===== src/inc/ebl_params.svh =====
// Constants of the serial EEPROM auto-boot loader.
// Assumes inclusion by the loader module only.
`ifndef EBL_PARAMS_SVH
`define EBL_PARAMS_SVH

// Fixed memory read opcode sent first
`define EBL_READ_OPCODE   8'h03
// Command byte classes
`define EBL_WR_MASK       8'hC0
`define EBL_WR_MATCH      8'h40
`define EBL_START_CONV    8'hE8
`define EBL_STOP_CMD      8'h78
`define EBL_STOP_BIT      8
`define EBL_DATA_BYTES    2'h3
// EEPROM address width sent after the opcode
`define EBL_ADDR_BITS     8
// Timing: master clock and serial clock half period
`define EBL_CLK_PERIOD_NS 10
`define EBL_SCLK_HALF_NS  80
`define EBL_SCLK_HALF_CYC ((`EBL_SCLK_HALF_NS + `EBL_CLK_PERIOD_NS - 1) / `EBL_CLK_PERIOD_NS)
// Reset values
`define EBL_CS_N_RST      1'b1

`endif


===== src/inc/ebl_pkg.sv =====
// Types of the serial EEPROM auto-boot loader.
// Assumes nothing beyond the constants header.
package ebl_pkg;

  // Loader states, Gray coded along the boot path
  typedef enum logic [2:0] {
    EBL_IDLE   = 3'h0,
    EBL_OPCODE = 3'h1,
    EBL_ADDR   = 3'h3,
    EBL_FETCH  = 3'h2,
    EBL_WAIT   = 3'h6,
    EBL_DONE   = 3'h7
  } ebl_state_t;

  // Whole state of the loader
  typedef struct packed {
    ebl_state_t  state;
    logic [2:0]  mode_s;
    logic        mode_f;
    logic [2:0]  sdi_s;
    logic        sdi_f;
    logic [7:0]  div;
    logic        sclk;
    logic [4:0]  bits;
    logic [7:0]  sh_out;
    logic [7:0]  sh_in;
    logic [1:0]  rem;
    logic [7:0]  cmd;
    logic [23:0] data;
    logic        pend;
    logic        cs_n;
    logic        drive;
    logic        done;
  } ebl_regs_t;

endpackage : ebl_pkg


===== src/rtl/ebl_boot_loader.sv =====
// Auto-boot loader: fetches a command stream from a serial EEPROM.
// Assumes a command executor on the same clock that takes each
// command through cmd_valid/cmd_ready, and pad cells that resolve
// each pin from its output enable.
`timescale 1ns/10ps
`default_nettype none
`include "ebl_params.svh"

// Notes on behaviour
// - A high boot strap starts auto-boot and the fetch from the EEPROM.
// - In auto-boot the chip select and serial clock pins become outputs.
// - The fetch asserts chip select, runs the clock and shifts out a read.
// - Bytes returned on the data input are captured as they are clocked.
// - The first byte sent is the fixed read opcode 00000011.
// - Fetched data goes to the executor to replace register reset values.
// - Every host command is accepted, not a subset of them.
// - A write command byte takes three data bytes, most significant first.
// - Command 48 with three bytes loads the voltage gain register.
// - Command 40 with three bytes writes the configuration register.
// - Command 74 with three bytes writes the interrupt mask register.
// - Command E8 carries no data bytes and starts conversions.
// - Command 78 with the stop bit set ends the boot and the fetching.
module ebl_boot_loader
  import ebl_pkg::*;
#(
  parameter int SCLK_HALF_CYC = `EBL_SCLK_HALF_CYC,
  parameter int ADDR_BITS     = `EBL_ADDR_BITS
) (
  input  wire logic        clock,         // Master clock
  input  wire logic        rst,           // Sync reset, high
  input  wire logic        clk_en,        // Freezes all state when low
  input  wire logic        boot_mode_pin, // Boot strap pin
  input  wire logic        sdi_pin,       // Serial data from EEPROM
  output logic             cs_n_out,      // Chip select, low active
  output logic             cs_n_oe,       // Chip select drive enable
  output logic             sclk_out,      // Serial clock
  output logic             sclk_oe,       // Serial clock drive enable
  output logic             sdo_out,       // Serial data to EEPROM
  output logic             sdo_oe,        // Serial data drive enable
  output logic             cmd_valid,     // Command ready for executor
  input  wire logic        cmd_ready,     // Executor takes command
  output logic [7:0]       cmd_opcode,    // Command byte
  output logic [23:0]      cmd_data,      // Write data, MSB first
  output logic             cmd_has_data,  // Command carries data
  output logic             boot_active,   // Boot sequence running
  output logic             boot_done      // Stop write executed
);

  // ****************************************************************
  // Helper functions
  // ****************************************************************

  // mask write
  // Command bytes 01xxxxxx are register writes with data bytes
  function automatic logic is_write(input logic [7:0] c);
    return (c & `EBL_WR_MASK) == `EBL_WR_MATCH;
  endfunction : is_write

  // stop write decode
  // Control register write with the stop bit set
  function automatic logic is_stop(input logic [7:0] c,
                                   input logic [23:0] d);
    return (c == `EBL_STOP_CMD) && d[`EBL_STOP_BIT];
  endfunction : is_stop

  // ****************************************************************
  // State and derived terms
  // ****************************************************************

  localparam logic [7:0] HALF_M1 = 8'(SCLK_HALF_CYC - 1);
  localparam logic [4:0] ADDR_M1 = 5'(ADDR_BITS - 1);

  localparam ebl_regs_t RST_VAL = '{
    state: EBL_IDLE,
    cs_n:  `EBL_CS_N_RST,
    default: '0
  };

  ebl_regs_t  st_reg;
  ebl_regs_t  st_next;
  logic       clk_run;
  logic       term;
  logic       fall_evt;
  logic [7:0] rx_byte;

  // Serial clock runs only while bits move
  assign clk_run = (st_reg.state == EBL_OPCODE) ||
                   (st_reg.state == EBL_ADDR) ||
                   (st_reg.state == EBL_FETCH);
  assign term     = (st_reg.div == HALF_M1);
  // End of high phase: sample input, then shift output
  assign fall_evt = clk_run && st_reg.sclk && term;
  assign rx_byte  = {st_reg.sh_in[6:0], st_reg.sdi_f};

  // ****************************************************************
  // Next state
  // ****************************************************************

  // Synchronisers, clock divider and boot sequencer
  always_comb begin
    st_next = st_reg;
    // Pin inputs count once second and third stage agree
    st_next.mode_s = {st_reg.mode_s[1:0], boot_mode_pin};
    if (st_reg.mode_s[1] == st_reg.mode_s[2]) begin
      st_next.mode_f = st_reg.mode_s[2];
    end
    st_next.sdi_s = {st_reg.sdi_s[1:0], sdi_pin};
    if (st_reg.sdi_s[1] == st_reg.sdi_s[2]) begin
      st_next.sdi_f = st_reg.sdi_s[2];
    end
    if (clk_run) begin
      if (term) begin
        st_next.div  = 8'h00;
        st_next.sclk = ~st_reg.sclk;
      end else begin
        st_next.div = st_reg.div + 8'h01;
      end
    end else begin
      st_next.div  = 8'h00;
      st_next.sclk = 1'b0;
    end
    unique case (st_reg.state)
      EBL_IDLE: begin
        if (st_reg.mode_f && !st_reg.done) begin
          st_next.state  = EBL_OPCODE;
          st_next.drive  = 1'b1;
          st_next.cs_n   = 1'b0;
          st_next.sh_out = `EBL_READ_OPCODE;
          st_next.bits   = 5'h00;
        end
      end
      EBL_OPCODE: begin
        if (fall_evt) begin
          st_next.sh_out = {st_reg.sh_out[6:0], 1'b0};
          st_next.bits   = st_reg.bits + 5'h01;
          if (st_reg.bits == 5'h07) begin
            st_next.bits  = 5'h00;
            st_next.state = EBL_ADDR;
          end
        end
      end
      EBL_ADDR: begin
        if (fall_evt) begin
          st_next.bits = st_reg.bits + 5'h01;
          if (st_reg.bits == ADDR_M1) begin
            st_next.bits  = 5'h00;
            st_next.state = EBL_FETCH;
          end
        end
      end
      EBL_FETCH: begin
        if (fall_evt) begin
          st_next.sh_in = rx_byte;
          st_next.bits  = st_reg.bits + 5'h01;
          if (st_reg.bits == 5'h07) begin
            st_next.bits = 5'h00;
            if (st_reg.rem == 2'h0) begin
              st_next.cmd  = rx_byte;
              st_next.data = 24'h000000;
              if (is_write(rx_byte)) begin
                st_next.rem = `EBL_DATA_BYTES;
              end else begin
                st_next.pend  = 1'b1;
                st_next.state = EBL_WAIT;
              end
            end else begin
              st_next.data = {st_reg.data[15:0], rx_byte};
              st_next.rem  = st_reg.rem - 2'h1;
              if (st_reg.rem == 2'h1) begin
                st_next.pend  = 1'b1;
                st_next.state = EBL_WAIT;
              end
            end
          end
        end
      end
      EBL_WAIT: begin
        if (cmd_ready) begin
          st_next.pend = 1'b0;
          if (is_stop(st_reg.cmd, st_reg.data)) begin
            st_next.state = EBL_DONE;
            st_next.cs_n  = 1'b1;
            st_next.done  = 1'b1;
          end else begin
            st_next.state = EBL_FETCH;
          end
        end
      end
      EBL_DONE: begin
        // Stays here until reset
      end
      default: begin
        st_next = RST_VAL;
      end
    endcase
  end

  // Register the state
  always_ff @(posedge clock) begin
    if (rst) begin
      st_reg <= RST_VAL;
    end else if (clk_en) begin
      st_reg <= st_next;
    end
  end

  // ****************************************************************
  // Outputs
  // ****************************************************************

  // Pins driven from flops
  assign cs_n_out     = st_reg.cs_n;
  assign cs_n_oe      = st_reg.drive;
  assign sclk_out     = st_reg.sclk;
  assign sclk_oe      = st_reg.drive;
  assign sdo_out      = st_reg.sh_out[7];
  assign sdo_oe       = st_reg.drive;
  assign cmd_valid    = st_reg.pend;
  assign cmd_opcode   = st_reg.cmd;
  assign cmd_data     = st_reg.data;
  assign cmd_has_data = is_write(st_reg.cmd);
  assign boot_active  = st_reg.drive && !st_reg.done;
  assign boot_done    = st_reg.done;

  // ****************************************************************
  // Assertions
  // ****************************************************************

  // Bits clocked in since the last command was taken
  logic [5:0] bits_seen;
  always_ff @(posedge clock) begin
    if (rst) begin
      bits_seen <= 6'h00;
    end else if (clk_en) begin
      if (st_reg.state == EBL_WAIT && st_next.state == EBL_FETCH) begin
        bits_seen <= 6'h00;
      end else if (fall_evt && st_reg.state == EBL_FETCH) begin
        bits_seen <= 6'(bits_seen + 6'h01);
      end
    end
  end

  a_strap_start: assert property (@(posedge clock) disable iff (rst)
    clk_en && st_reg.state == EBL_IDLE && st_reg.mode_f && !st_reg.done
    |=> st_reg.state == EBL_OPCODE && !cs_n_out)
    else $error("boot did not start on high strap");

  a_pins_output: assert property (@(posedge clock) disable iff (rst)
    st_reg.state != EBL_IDLE |-> cs_n_oe && sclk_oe && sdo_oe)
    else $error("pins not driven during boot");

  a_cs_held_low: assert property (@(posedge clock) disable iff (rst)
    st_reg.state inside {EBL_OPCODE, EBL_ADDR, EBL_FETCH, EBL_WAIT} |-> !cs_n_out)
    else $error("chip select high mid stream");

  a_opcode_first: assert property (@(posedge clock) disable iff (rst)
    $rose(st_reg.state == EBL_OPCODE) |-> st_reg.sh_out == `EBL_READ_OPCODE)
    else $error("read opcode not loaded");

  a_cmd_length: assert property (@(posedge clock) disable iff (rst)
    $rose(cmd_valid) |-> bits_seen == (cmd_has_data ? 6'h20 : 6'h08))
    else $error("command length wrong");

  a_single_byte: assert property (@(posedge clock) disable iff (rst)
    $rose(cmd_valid) && cmd_opcode == `EBL_START_CONV
    |-> !cmd_has_data && bits_seen == 6'h08 && cmd_data == 24'h000000)
    else $error("start command took data");

  a_cmd_hold: assert property (@(posedge clock) disable iff (rst)
    cmd_valid && !cmd_ready |=> cmd_valid && $stable(cmd_opcode) && $stable(cmd_data))
    else $error("command dropped before taken");

  a_stop_ends: assert property (@(posedge clock) disable iff (rst)
    clk_en && cmd_valid && cmd_ready && is_stop(cmd_opcode, cmd_data)
    |=> boot_done && cs_n_out && !sclk_out)
    else $error("stop did not end boot");

  a_clock_paused: assert property (@(posedge clock) disable iff (rst)
    st_reg.state == EBL_WAIT |-> !sclk_out)
    else $error("clock runs while waiting");

  c_boot_done: cover property (@(posedge clock) disable iff (rst)
    $rose(boot_done));
  c_start_conv: cover property (@(posedge clock) disable iff (rst)
    cmd_valid && cmd_ready && cmd_opcode == `EBL_START_CONV);
  c_stalled_write: cover property (@(posedge clock) disable iff (rst)
    cmd_valid && cmd_has_data && !cmd_ready ##1 cmd_ready);

endmodule : ebl_boot_loader
`default_nettype wire


===== config.mk =====
export PLATFORM = sky130hd
export DESIGN_NAME = ebl_boot_loader
export DESIGN_NICKNAME = d
export VERILOG_FILES = /design/src/inc/ebl_pkg.sv /design/src/rtl/ebl_boot_loader.sv
export VERILOG_INCLUDE_DIRS = /design/src /design/src/inc
export SDC_FILE = /design/constraint.sdc
export NUM_CORES = 1
export LEC_CHECK = 0
export ABC_AREA = 1
export BUFFER_PORTS_ARGS = -buffer_cell sky130_fd_sc_hd__buf_2
export CORE_UTILIZATION = 45
export CTS_CLUSTER_SIZE = 14
export DETAILED_ROUTE_END_ITERATION = 8
export HOLD_SLACK_MARGIN = 0.06
export PLACE_DENSITY = 0.79
export SYNTH_ARGS = -nofsm -noshare
export SYNTH_HDL_FRONTEND = slang
export SYNTH_SLANG_ARGS = --single-unit

===== constraint.sdc =====
create_clock -name clock -period 1.5 [get_ports clock]
set_input_delay 0.075 -clock clock [delete_from_list [all_inputs] [get_ports clock]]
set_output_delay 0.075 -clock clock [all_outputs]
set_load 0.05 [all_outputs]

==> flow_metrics.tcl, run 1 <==
set metrics [dict create \
    run_status "finished, violations left" \
    violations "negative setup slack" \
    largest_reg_flops 32 \
    power-per-cell-area_mw_per_mm2 1680 \
    die_h_um 98.61 \
    grt_pass1_wl_um 17030 \
    worstPathCellList "buf_4 > nor2_2 > inv_1 > buf_4 > a21oi_1 > nor2_4 > nand3_1 > nand2_1 > nor2_1" \
    post-route-worst-setup-slack_ps -116.6 \
    biggest_area_contributors_in_the_synthesized_netlist "dfxtp_1 (37%), nand2_1 (14%), nor2_1 (8.6%)" \
    synth_sequential_area_ratio_pct 37.18 \
    layout.core_utilization_pct 60.95 \
    post_synth_inst_count 614 \
    use_met1_pct 24.21 \
    combinationalPowerShare_pct 46.1 \
    clock_tree.htree_level_count 3 \
    tritoncts "yes" \
    rsz0062_at_grt "yes" \
    grt.busiest_layer "met2" \
    n_antenna_cell 0 \
    tritoncts.num_buffers 9 \
    first_global_vias 3902 \
    io_pins 48 \
    grt_start_max_net_pins 45 \
    drt-total-wl_um 10250 \
    final_critical_delay_including_setup_and_external_delays_ps 1617 \
    netlist_area_mm2 0.004200 \
    globalRoute.totalOverflow 0 \
    detailed_place_hpwl_um 6504 \
    grt_util_all_layers_pct 21.52 \
    finish.net_count 701 \
    fin_total_pwr_mw 9.103 \
    drt_drc 0 \
    num-fill-cells 744 \
    leak_pwr_nw 2.441 \
    synth_top_area_cell "dfxtp_1" \
    dp_worst_setup_slack_ps -154.1 \
    detail-route-antenna-nets 0 \
    final-hold-violation-count 0 \
    areaGrowthSynthToFinish_pct 29.01 \
    crit_fanout 6 \
    antenna_found_initial 0 \
    worst-slew-pin-transition_ps 508.0 \
    cp_common_cell "buf_4" \
    multiInputGateArea_mm2 0.002251 \
    setup_tns_ps -2759 \
    setup_viol 57 \
    ys_types 34 \
    initial_utilization_pct 47.24 \
    vias 4007 \
    worst-endpoint-required_ps 1790 \
    worst_ep_arrival_time_ps 1900 \
    achievable-frequency_mhz 618.6 \
    syn-num-nets 624 \
    vias_per_cell 4.984 \
    final_worst_path_cycle_share_pct 107.8 \
    worst-setup-path-type "flip-flop to flip-flop" \
    power_frac_seq_pct 32.8 \
    synth.avg_cell_area_um2 6.841 \
    drive_above_1_share_pct 36.35 \
    slew_headroom_pct 66.14 \
    grtUsageMet2_pct 39.22 \
    power_switching_mw 4.122 \
    fp.dieArea_mm2 0.009724 \
    sw_frac_of_total_pct 45.28 \
    critical-path-slowest-cell "dfxtp_2" \
    critical_path.startpoint_type "flip-flop" \
    clock_power_share_pct 21.1 \
    grt_util_met3_pct 5.390 \
    critical-path-max-stage-delay_ps 400 \
    sequential_cell_area_mm2 0.001579 \
    clkTransAtPathRegs_ps 80 \
    tritoncts_num_sinks 78 \
    rows 34 \
    number_of_search_and_repair_iterations_in_the_first_detailed_routing_pass 5 \
    ys_seq_elements 78 \
    wire_length_per_cell_after_detailed_routing_um 12.75 \
    worstHoldPathType "primary input to flip-flop" \
    timing.final.max_slew_violations 0 \
    dr.first_iter.drc_count 159 \
    port_buffers 47 \
    yosys.area.top_type_share_pct 37.18 \
    p_int_mw 4.982 \
    fin_skew_ps 9.588 \
    place_congestion 0.8811 \
    cap_viol_max_count 0 \
    worstSkewPairLatency_ps 360 \
    die-width_um 98.61 \
    design.core.area_mm2 0.008891 \
    cts_max_path_buffers 2 \
    clock_tree.root_cell "clkbuf_8" \
    vdd_ir_drop_max_uv 974.2 \
    yosysWarningCount 0 \
    critPathCaptureType "flip-flop" \
]
## synth_stat cells (all sizes together)
library cell / number
nand4: 8
clkbuf: 8
buf: 45
nor3b: 1
xnor2: 5
nand3: 20
xor2: 2
ha: 4
a211oi: 7
o21a: 1
nand3b: 1
nand2: 189
nor2: 104
o21ai: 9
a21oi: 39
clkinv: 5
dfxtp: 78
nor3: 13
inv: 75
## per-layer routing
layer | vias up | share of wire, %
li1 | 2012 | -
met5 | - | 0
met2 | 119 | 53
met1 | 1860 | 40
met3 | 16 | 5.6
met4 | 0 | 1.3
## worst paths after layout
path | end | startpoint | cells past startpoint | slack (ps)
worst max-delay path | st_reg[78]$_SDFFE_PP0P_ | st_reg[78]$_SDFFE_PP0P_ | 9 | -120
worst min-delay path | st_reg[62]$_SDFFE_PP0P_ | clk_en | 3 | 160
worst max register to register | st_reg[78]$_SDFFE_PP0P_ | st_reg[78]$_SDFFE_PP0P_ | 9 | -120
worst min register to register | st_reg[73]$_SDFFE_PP0P_ | st_reg[73]$_SDFFE_PP0P_ | 2 | 470
## layout make-up
class | instances | share of cell area [%]
clock buffer | 9 | 2.286
clock inverter | 7 | 2.240
inverter | 80 | 5.819
multi-input combinational | 404 | 41.54
sequential | 78 | 29.14
tap | 108 | 2.494
timing repair buffer | 118 | 16.49
## cells in the final DEF (no fill, tap or decap), types with 2 or more instances in the layout
master         count
bufinv_16          3
o21ai_2            2
a21oi_2            6
ha_1               2
nand4_4            2
inv_4              2
inv_1             65
nor3_1            10
nand3_2            2
inv_2              8
xnor2_1            5
nor2_4             9
nand2_8            2
ha_4               2
buf_4             58
dlygate4sd3_1      2
buf_6              2
clkinv_4           4
nand2_1          131
clkbuf_8           9
a21oi_1           33
nor2_2            12
dfxtp_2            8
a211oi_1           7
dfxtp_1           68
buf_12             9
buf_2             47
nand3_1           16
o21ai_0            6
nand2_2           41
nor2_1            82
nor3_2             2
clkinv_1           3
nand4_1            7
dfxtp_4            2
nand2_4           15
xor2_1             2
nand3_4            2
## worst max-delay path: cells and delay by family, from the launching register on
family	cells	cell delay [ps]
AOI/OAI and AO/OA	1	240
DFF	1	400
buffers and inverters	3	400
and+or+nand+nor	5	510
## what timing repair did
action | 4_1_cts | 5_1_grt
resized for setup | 42 | 50
endpoints found under the hold margin | 2 | 0
gates cloned | 2 | 0
setup endpoints to repair | 64 | 65
buffers inserted | 12 | 2
pin swaps | 19 | 15
hold buffers | 2 | 0
## stage by stage
stage	area [um^2]	hold WS, ps	cells
floorplan	4223	237.5	614
global placement	4696	353.0	773
detailed placement	4696	356.9	773
CTS	5268	138.0	803
global route	5419	171.2	804
finish	5419	163.7	804
## power by group through the flow
stage	clock network, mW	logic (mW)	registers, mW
global route	2.05	4.52	3.05
CTS	1.96	4.06	2.98
finish	1.92	4.20	2.99
floorplan	0	3.37	3.05
global placement	0	3.81	2.98
detailed placement	0	3.87	3.01
## logic make-up (layout without fill, tap and decap cells)
family                   count (synthesis)  count (layout)  share of synthesized area [%]
AND/OR/NAND/NOR                        336             337                          36.43
adder cells (fa/ha/maj)                  4               4                          1.192
AO/OA/AOI/OAI                           56              56                          7.149
XOR/XNOR                                 7               7                          1.460
flip-flops                              78              78                          37.18
buffers and inverters                  133             214                          16.59
Power figures use the tool's default switching activity.
==> run 2: changes to the inputs <==
Settings changed: SKIP_CTS_REPAIR_TIMING from default to 1.
==> run 2 against run 1 <==
  * The flow still finishes with violations (negative setup slack)
  * Combinational power up 3%
  * Sequential share of layout area shrank 0.52 points
  * Worst setup slack got worse by 59 ps
  * Count of clock-buffer cells in the layout unchanged
  * Maximum frequency shrank 3.5%
  * Utilization rose by 1.2 points
  * Non-clock buffer count increased by 1
  * Final cell count up 0.12%
  * Die area is the same
  * Clock skew about the same
  * Routed wire length is 4.5% higher
  * Largest power group unchanged
==> flow_metrics.tcl, run 2 (synthesis results as in run 1) <==
set metrics [dict create \
    post-route-worst-setup-slack_ps -175.5 \
    layout.core_utilization_pct 62.14 \
    vdd_ir_drop_max_uv 943.0 \
    crit_fanout 6 \
    finish.net_count 702 \
    design.core.area_mm2 0.008891 \
    drive_above_1_share_pct 40.17 \
    globalRoute.totalOverflow 0 \
    n_antenna_cell 0 \
    final-instance-count-excl-fill 805 \
    grt_pass1_wl_um 15530 \
    port_buffers 47 \
    drt_drc 0 \
    detailed_place_hpwl_um 6504 \
    tritoncts_num_sinks 78 \
    dr.first_iter.drc_count 116 \
    antenna_found_initial 0 \
    leak_pwr_nw 2.461 \
    initial_utilization_pct 47.24 \
    power_frac_seq_pct 32.4 \
    leading_cell_types_in_the_layout_fill_and_taps_excluded "nand2_1 (110), nor2_1 (80), dfxtp_1 (70)" \
    power_switching_mw 4.204 \
    fin_skew_ps 9.181 \
    worst-setup-path-type "flip-flop to flip-flop" \
    clock_tree.htree_level_count 3 \
    place_congestion 0.8811 \
    setup_viol 47 \
    critPathCaptureType "flip-flop" \
    final_worst_path_cycle_share_pct 111.7 \
    critical_path.startpoint_type "flip-flop" \
    worstHoldPathType "primary input to flip-flop" \
    fp.dieArea_mm2 0.009724 \
    dp_worst_setup_slack_ps -154.1 \
    clock_tree.root_cell "clkbuf_8" \
    clock_power_share_pct 20.9 \
    grt_util_all_layers_pct 19.50 \
    p_int_mw 5.020 \
    sequential_cell_area_mm2 0.001582 \
    tritoncts.num_buffers 9 \
    sw_frac_of_total_pct 45.57 \
    clkTransAtPathRegs_ps 90 \
    worst-slew-pin-transition_ps 486.3 \
    layout_commonest_cell "nand2_1" \
    wire_length_per_cell_after_detailed_routing_um 13.31 \
    worstSkewPairLatency_ps 360 \
    multiInputGateArea_mm2 0.002350 \
    dp.cells 773 \
    final_critical_delay_including_setup_and_external_delays_ps 1676 \
    num-fill-cells 739 \
    rows 34 \
    detail-route-antenna-nets 0 \
    violations "negative setup slack" \
    vias_per_cell 5.037 \
    cts_max_path_buffers 2 \
    worst-endpoint-required_ps 1730 \
    rsz0062_at_grt "yes" \
    run_status "finished, violations left" \
    cap_viol_max_count 0 \
    largest_reg_flops 32 \
    vias 4055 \
    first_global_vias 3609 \
    die_h_um 98.61 \
    slew_headroom_pct 67.58 \
    timing.final.max_slew_violations 0 \
    worst_ep_arrival_time_ps 1910 \
    tritoncts "yes" \
    die-width_um 98.61 \
    io_pins 48 \
    achievable-frequency_mhz 596.8 \
    grt_start_max_net_pins 45 \
    areaGrowthSynthToFinish_pct 31.55 \
    final-hold-violation-count 0 \
    drt-total-wl_um 10710 \
    combinationalPowerShare_pct 46.7 \
    number_of_search_and_repair_iterations_in_the_first_detailed_routing_pass 5 \
    power-per-cell-area_mw_per_mm2 1669 \
]
-- run 2: path summary, 6_finish.rpt --
check | cells past startpoint | end | from | slack [ps]
setup / recovery | 11 | cmd_data[11]$_SDFFE_PP0P_ | st_reg[60]$_SDFFE_PP0P_ | -180
hold / removal | 3 | st_reg[62]$_SDFFE_PP0P_ | clk_en | 180
setup reg to reg | 11 | cmd_data[11]$_SDFFE_PP0P_ | st_reg[60]$_SDFFE_PP0P_ | -180
hold reg to reg | 2 | st_reg[73]$_SDFFE_PP0P_ | st_reg[73]$_SDFFE_PP0P_ | 470
-- run 2: through the flow --
step / total power, mW / hold WS (ps) / TNS, ps / cell area [um^2]
floorplan: 6.419 / 237.5 / -349.8 / 4223
global placement: 6.792 / 353.0 / -2276 / 4696
detailed placement: 6.879 / 356.9 / -4506 / 4696
CTS: 8.818 / -26.10 / -6005 / 4941
global route: 9.736 / 169.4 / -8470 / 5525
finish: 9.223 / 175.3 / -4778 / 5525
-- run 2: worst max-delay path, cell delays in order, from the launching register on --
cell and delay, ps:
dfxtp_2 360, ha_4 160, nand3_4 70, nor2_4 150, nand2_4 110, nand2_8 100, nand2_8 80, nor2_8 170
clkbuf_16 180, nand2_2 40, nand2_1 60, nor2_1 40
-- run 2: layer usage --
metal / track usage, % / vias to the layer above / wire, um
li1: - / 2009 / -
met4: 6.774 / 0 / 277
met2: 34.67 / 118 / 5613
met3: 5.035 / 34 / 552
met1: 22.71 / 1894 / 4268
met5: 0 / - / 0
-- run 2: power by group through the flow --
stage / clock, mW / combinational (mW) / sequential (mW)
2_1_floorplan: 0 / 3.37 / 3.05
3_3_place_gp: 0 / 3.81 / 2.98
3_5_place_dp: 0 / 3.87 / 3.01
4_1_cts: 1.96 / 3.89 / 2.97
5_1_grt: 2.06 / 4.63 / 3.05
6_report: 1.93 / 4.31 / 2.99
-- run 2: final cells by class --
cell class                      instances  area share (%)
Clock inverter                          7           2.197
Multi-Input combinational cell        404           42.53
Tap cell                              108           2.446
Inverter                               80           5.661
Clock buffer                            9           2.242
Sequential cell                        78           28.62
Timing Repair Buffer                  119           16.30
==> run 3: changes to the inputs <==
Settings changed: CORE_ASPECT_RATIO from default to 1.1, PLACE_DENSITY 0.79 to 0.67.
==> run 3 against run 2 <==
  * Global-route usage rose by 0.73 points
  * Combinational power down 2%
  * Register-to-register slack improved by 40 ps
  * Routed wire length decreased by 8.1%
  * Final cell count grew 0.37%
  * Hold slack gained 25 ps
  * The run still ends with negative setup slack left
  * Largest power group unchanged
  * Utilization fell by 2.8 points
  * Clock power decreased by 26%
  * Non-clock buffer count shrank 2
  * Worst setup slack improved by 44 ps
  * Sequential share of layout area is 1.0 points higher
  * Highest routed layer unchanged
  * Die area about the same
==> flow_metrics.tcl, run 3 (synthesis results as in run 1) <==
set metrics [dict create \
    drt-total-wl_um 9848 \
    layout_commonest_cell "nand2_1" \
    initial_utilization_pct 46.86 \
    number_of_search_and_repair_iterations_in_the_first_detailed_routing_pass 4 \
    timing.final.max_slew_violations 0 \
    drive_above_1_share_pct 35.73 \
    violations "negative setup slack" \
    power-per-cell-area_mw_per_mm2 1627 \
    grt_util_met3_pct 3.801 \
    tritoncts.num_buffers 9 \
    combinationalPowerShare_pct 48.8 \
    globalRoute.totalOverflow 0 \
    critPathCaptureType "flip-flop" \
    cap_viol_max_count 0 \
    layout.core_utilization_pct 59.30 \
    clock_tree.htree_level_count 3 \
    sw_frac_of_total_pct 46.91 \
    areaGrowthSynthToFinish_pct 26.54 \
    worst-endpoint-required_ps 1740 \
    detailed_place.area_mm2 0.004736 \
    largest_reg_flops 32 \
    worst_ep_arrival_time_ps 1880 \
    worstSkewPairLatency_ps 360 \
    p_int_mw 4.590 \
    leading_cell_types_in_the_layout_fill_and_taps_excluded "nand2_1 (132), nor2_1 (80), dfxtp_1 (72)" \
    n_antenna_cell 0 \
    setup_viol 41 \
    worst-slew-pin-transition_ps 342.7 \
    clock_power_share_pct 16.5 \
    vias 3875 \
    detail-route-antenna-nets 0 \
    tritoncts "yes" \
    reg2reg_depth 11 \
    worstHoldPathType "primary input to flip-flop" \
    drt_drc 0 \
    rsz0062_at_grt "yes" \
    grtUsageMet2_pct 37.17 \
    vdd_ir_drop_max_uv 617.5 \
    place_congestion 0.7936 \
    rows 36 \
    final-hold-violation-count 0 \
    die_h_um 103.3 \
    tritoncts_num_sinks 78 \
    grt_start_max_net_pins 29 \
    fp.dieArea_mm2 0.009725 \
    fin_skew_ps 10.61 \
    slew_headroom_pct 77.15 \
    clkTransAtPathRegs_ps 80 \
    critical_path.startpoint_type "flip-flop" \
    antenna_found_initial 0 \
    die-width_um 94.12 \
    dr.first_iter.drc_count 165 \
    grt_util_all_layers_pct 20.23 \
    io_pins 48 \
    worst-setup-path-type "flip-flop to flip-flop" \
    run_status "finished, violations left" \
    leak_pwr_nw 2.400 \
    final_critical_delay_including_setup_and_external_delays_ps 1631 \
    use_met1_pct 23.01 \
    design.core.area_mm2 0.008964 \
    post-route-worst-setup-slack_ps -131.2 \
    final_design_area_no_fill_mm2 0.005315 \
    final_worst_path_cycle_share_pct 108.7 \
    timing.hold.worst_path_depth 3 \
    final-instance-count-excl-fill 808 \
    first_global_vias 3603 \
    power_switching_mw 4.056 \
    wire_length_per_cell_after_detailed_routing_um 12.19 \
    finish.net_count 700 \
    crit_fanout 6 \
    vias_per_cell 4.796 \
    power_frac_seq_pct 34.6 \
    achievable-frequency_mhz 613.1 \
    cts_max_path_buffers 2 \
    detailed_place_hpwl_um 6675 \
    reg2reg_slack_ps -130 \
    grt.busiest_layer "met2" \
    clock_tree.root_cell "clkbuf_8" \
    dp.cells 785 \
    port_buffers 47 \
    grt_pass1_wl_um 15390 \
]
[run 3: cell types whose count changed in the layout (fill, tap and decap cells not counted), moves of 4 or more]
cell	delta
nand2_2	-17
nand2_4	-8
nand3_2	-4
buf_6	-5
nand2_1	+22
a211oi_2	+5
a211oi_1	-5
nand3_1	+5
[run 3: power by group through the flow]
stage	clock network [mW]	registers, mW	logic, mW
final	1.43	3.00	4.22
after CTS	1.48	2.99	3.96
after detailed placement	0	3.03	3.94
after global placement	0	3.01	3.89
after global routing	1.57	3.06	4.57
after floorplan	0	3.05	3.37
[run 3: final cells by class]
| class | instances | area (um^2) |
|---|---|---|
| inverter | 80 | 312.8 |
| clock inverter | 4 | 22.52 |
| timing repair buffer | 117 | 867.1 |
| sequential | 78 | 1577 |
| tap | 114 | 142.6 |
| clock buffer | 11 | 151.4 |
| fill | 836 | 3649 |
| multi-input combinational | 404 | 2242 |
[run 3: final timing paths]
path | start | end
setup / recovery | st_reg[54]$_SDFFE_PP0P_ | cmd_data[11]$_SDFFE_PP0P_
hold / removal | rst | cmd_data[11]$_SDFFE_PP0P_
setup reg to reg | st_reg[54]$_SDFFE_PP0P_ | cmd_data[11]$_SDFFE_PP0P_
hold reg to reg | st_reg[47]$_SDFFE_PP0P_ | st_reg[47]$_SDFFE_PP0P_
[run 3: per-stage QoR]
| step | TNS [ps] | setup slack [ps] | total power, mW | hold WS, ps |
|---|---|---|---|---|
| floorplan | -349.8 | -26.28 | 6.419 | 237.5 |
| global placement | -2505 | -110.4 | 6.898 | 344.8 |
| detailed placement | -4891 | -132.1 | 6.975 | 353.9 |
| CTS | -6268 | -158.9 | 8.428 | -41.54 |
| global route | -7860 | -213.4 | 9.193 | 214.5 |
| finish | -2863 | -131.2 | 8.646 | 200.2 |
[run 3: layer usage]
| metal | wire length, um | share of wire, % |
|---|---|---|
| met1 | 4214 | 43 |
| met2 | 5176 | 53 |
| met3 | 331 | 3.4 |
| met4 | 125 | 1.3 |
| met5 | 0 | 0 |
[run 3: critical path, cell delays in order (launching register included)]
cell and delay (ps):
dfxtp_1 340, ha_1 170, nand2_1 50, inv_1 90, nand2_2 160, nand2_8 150, inv_4 50, nor2_8 180
clkbuf_16 180, nand2_1 50, nand2_1 60, nor2_1 40
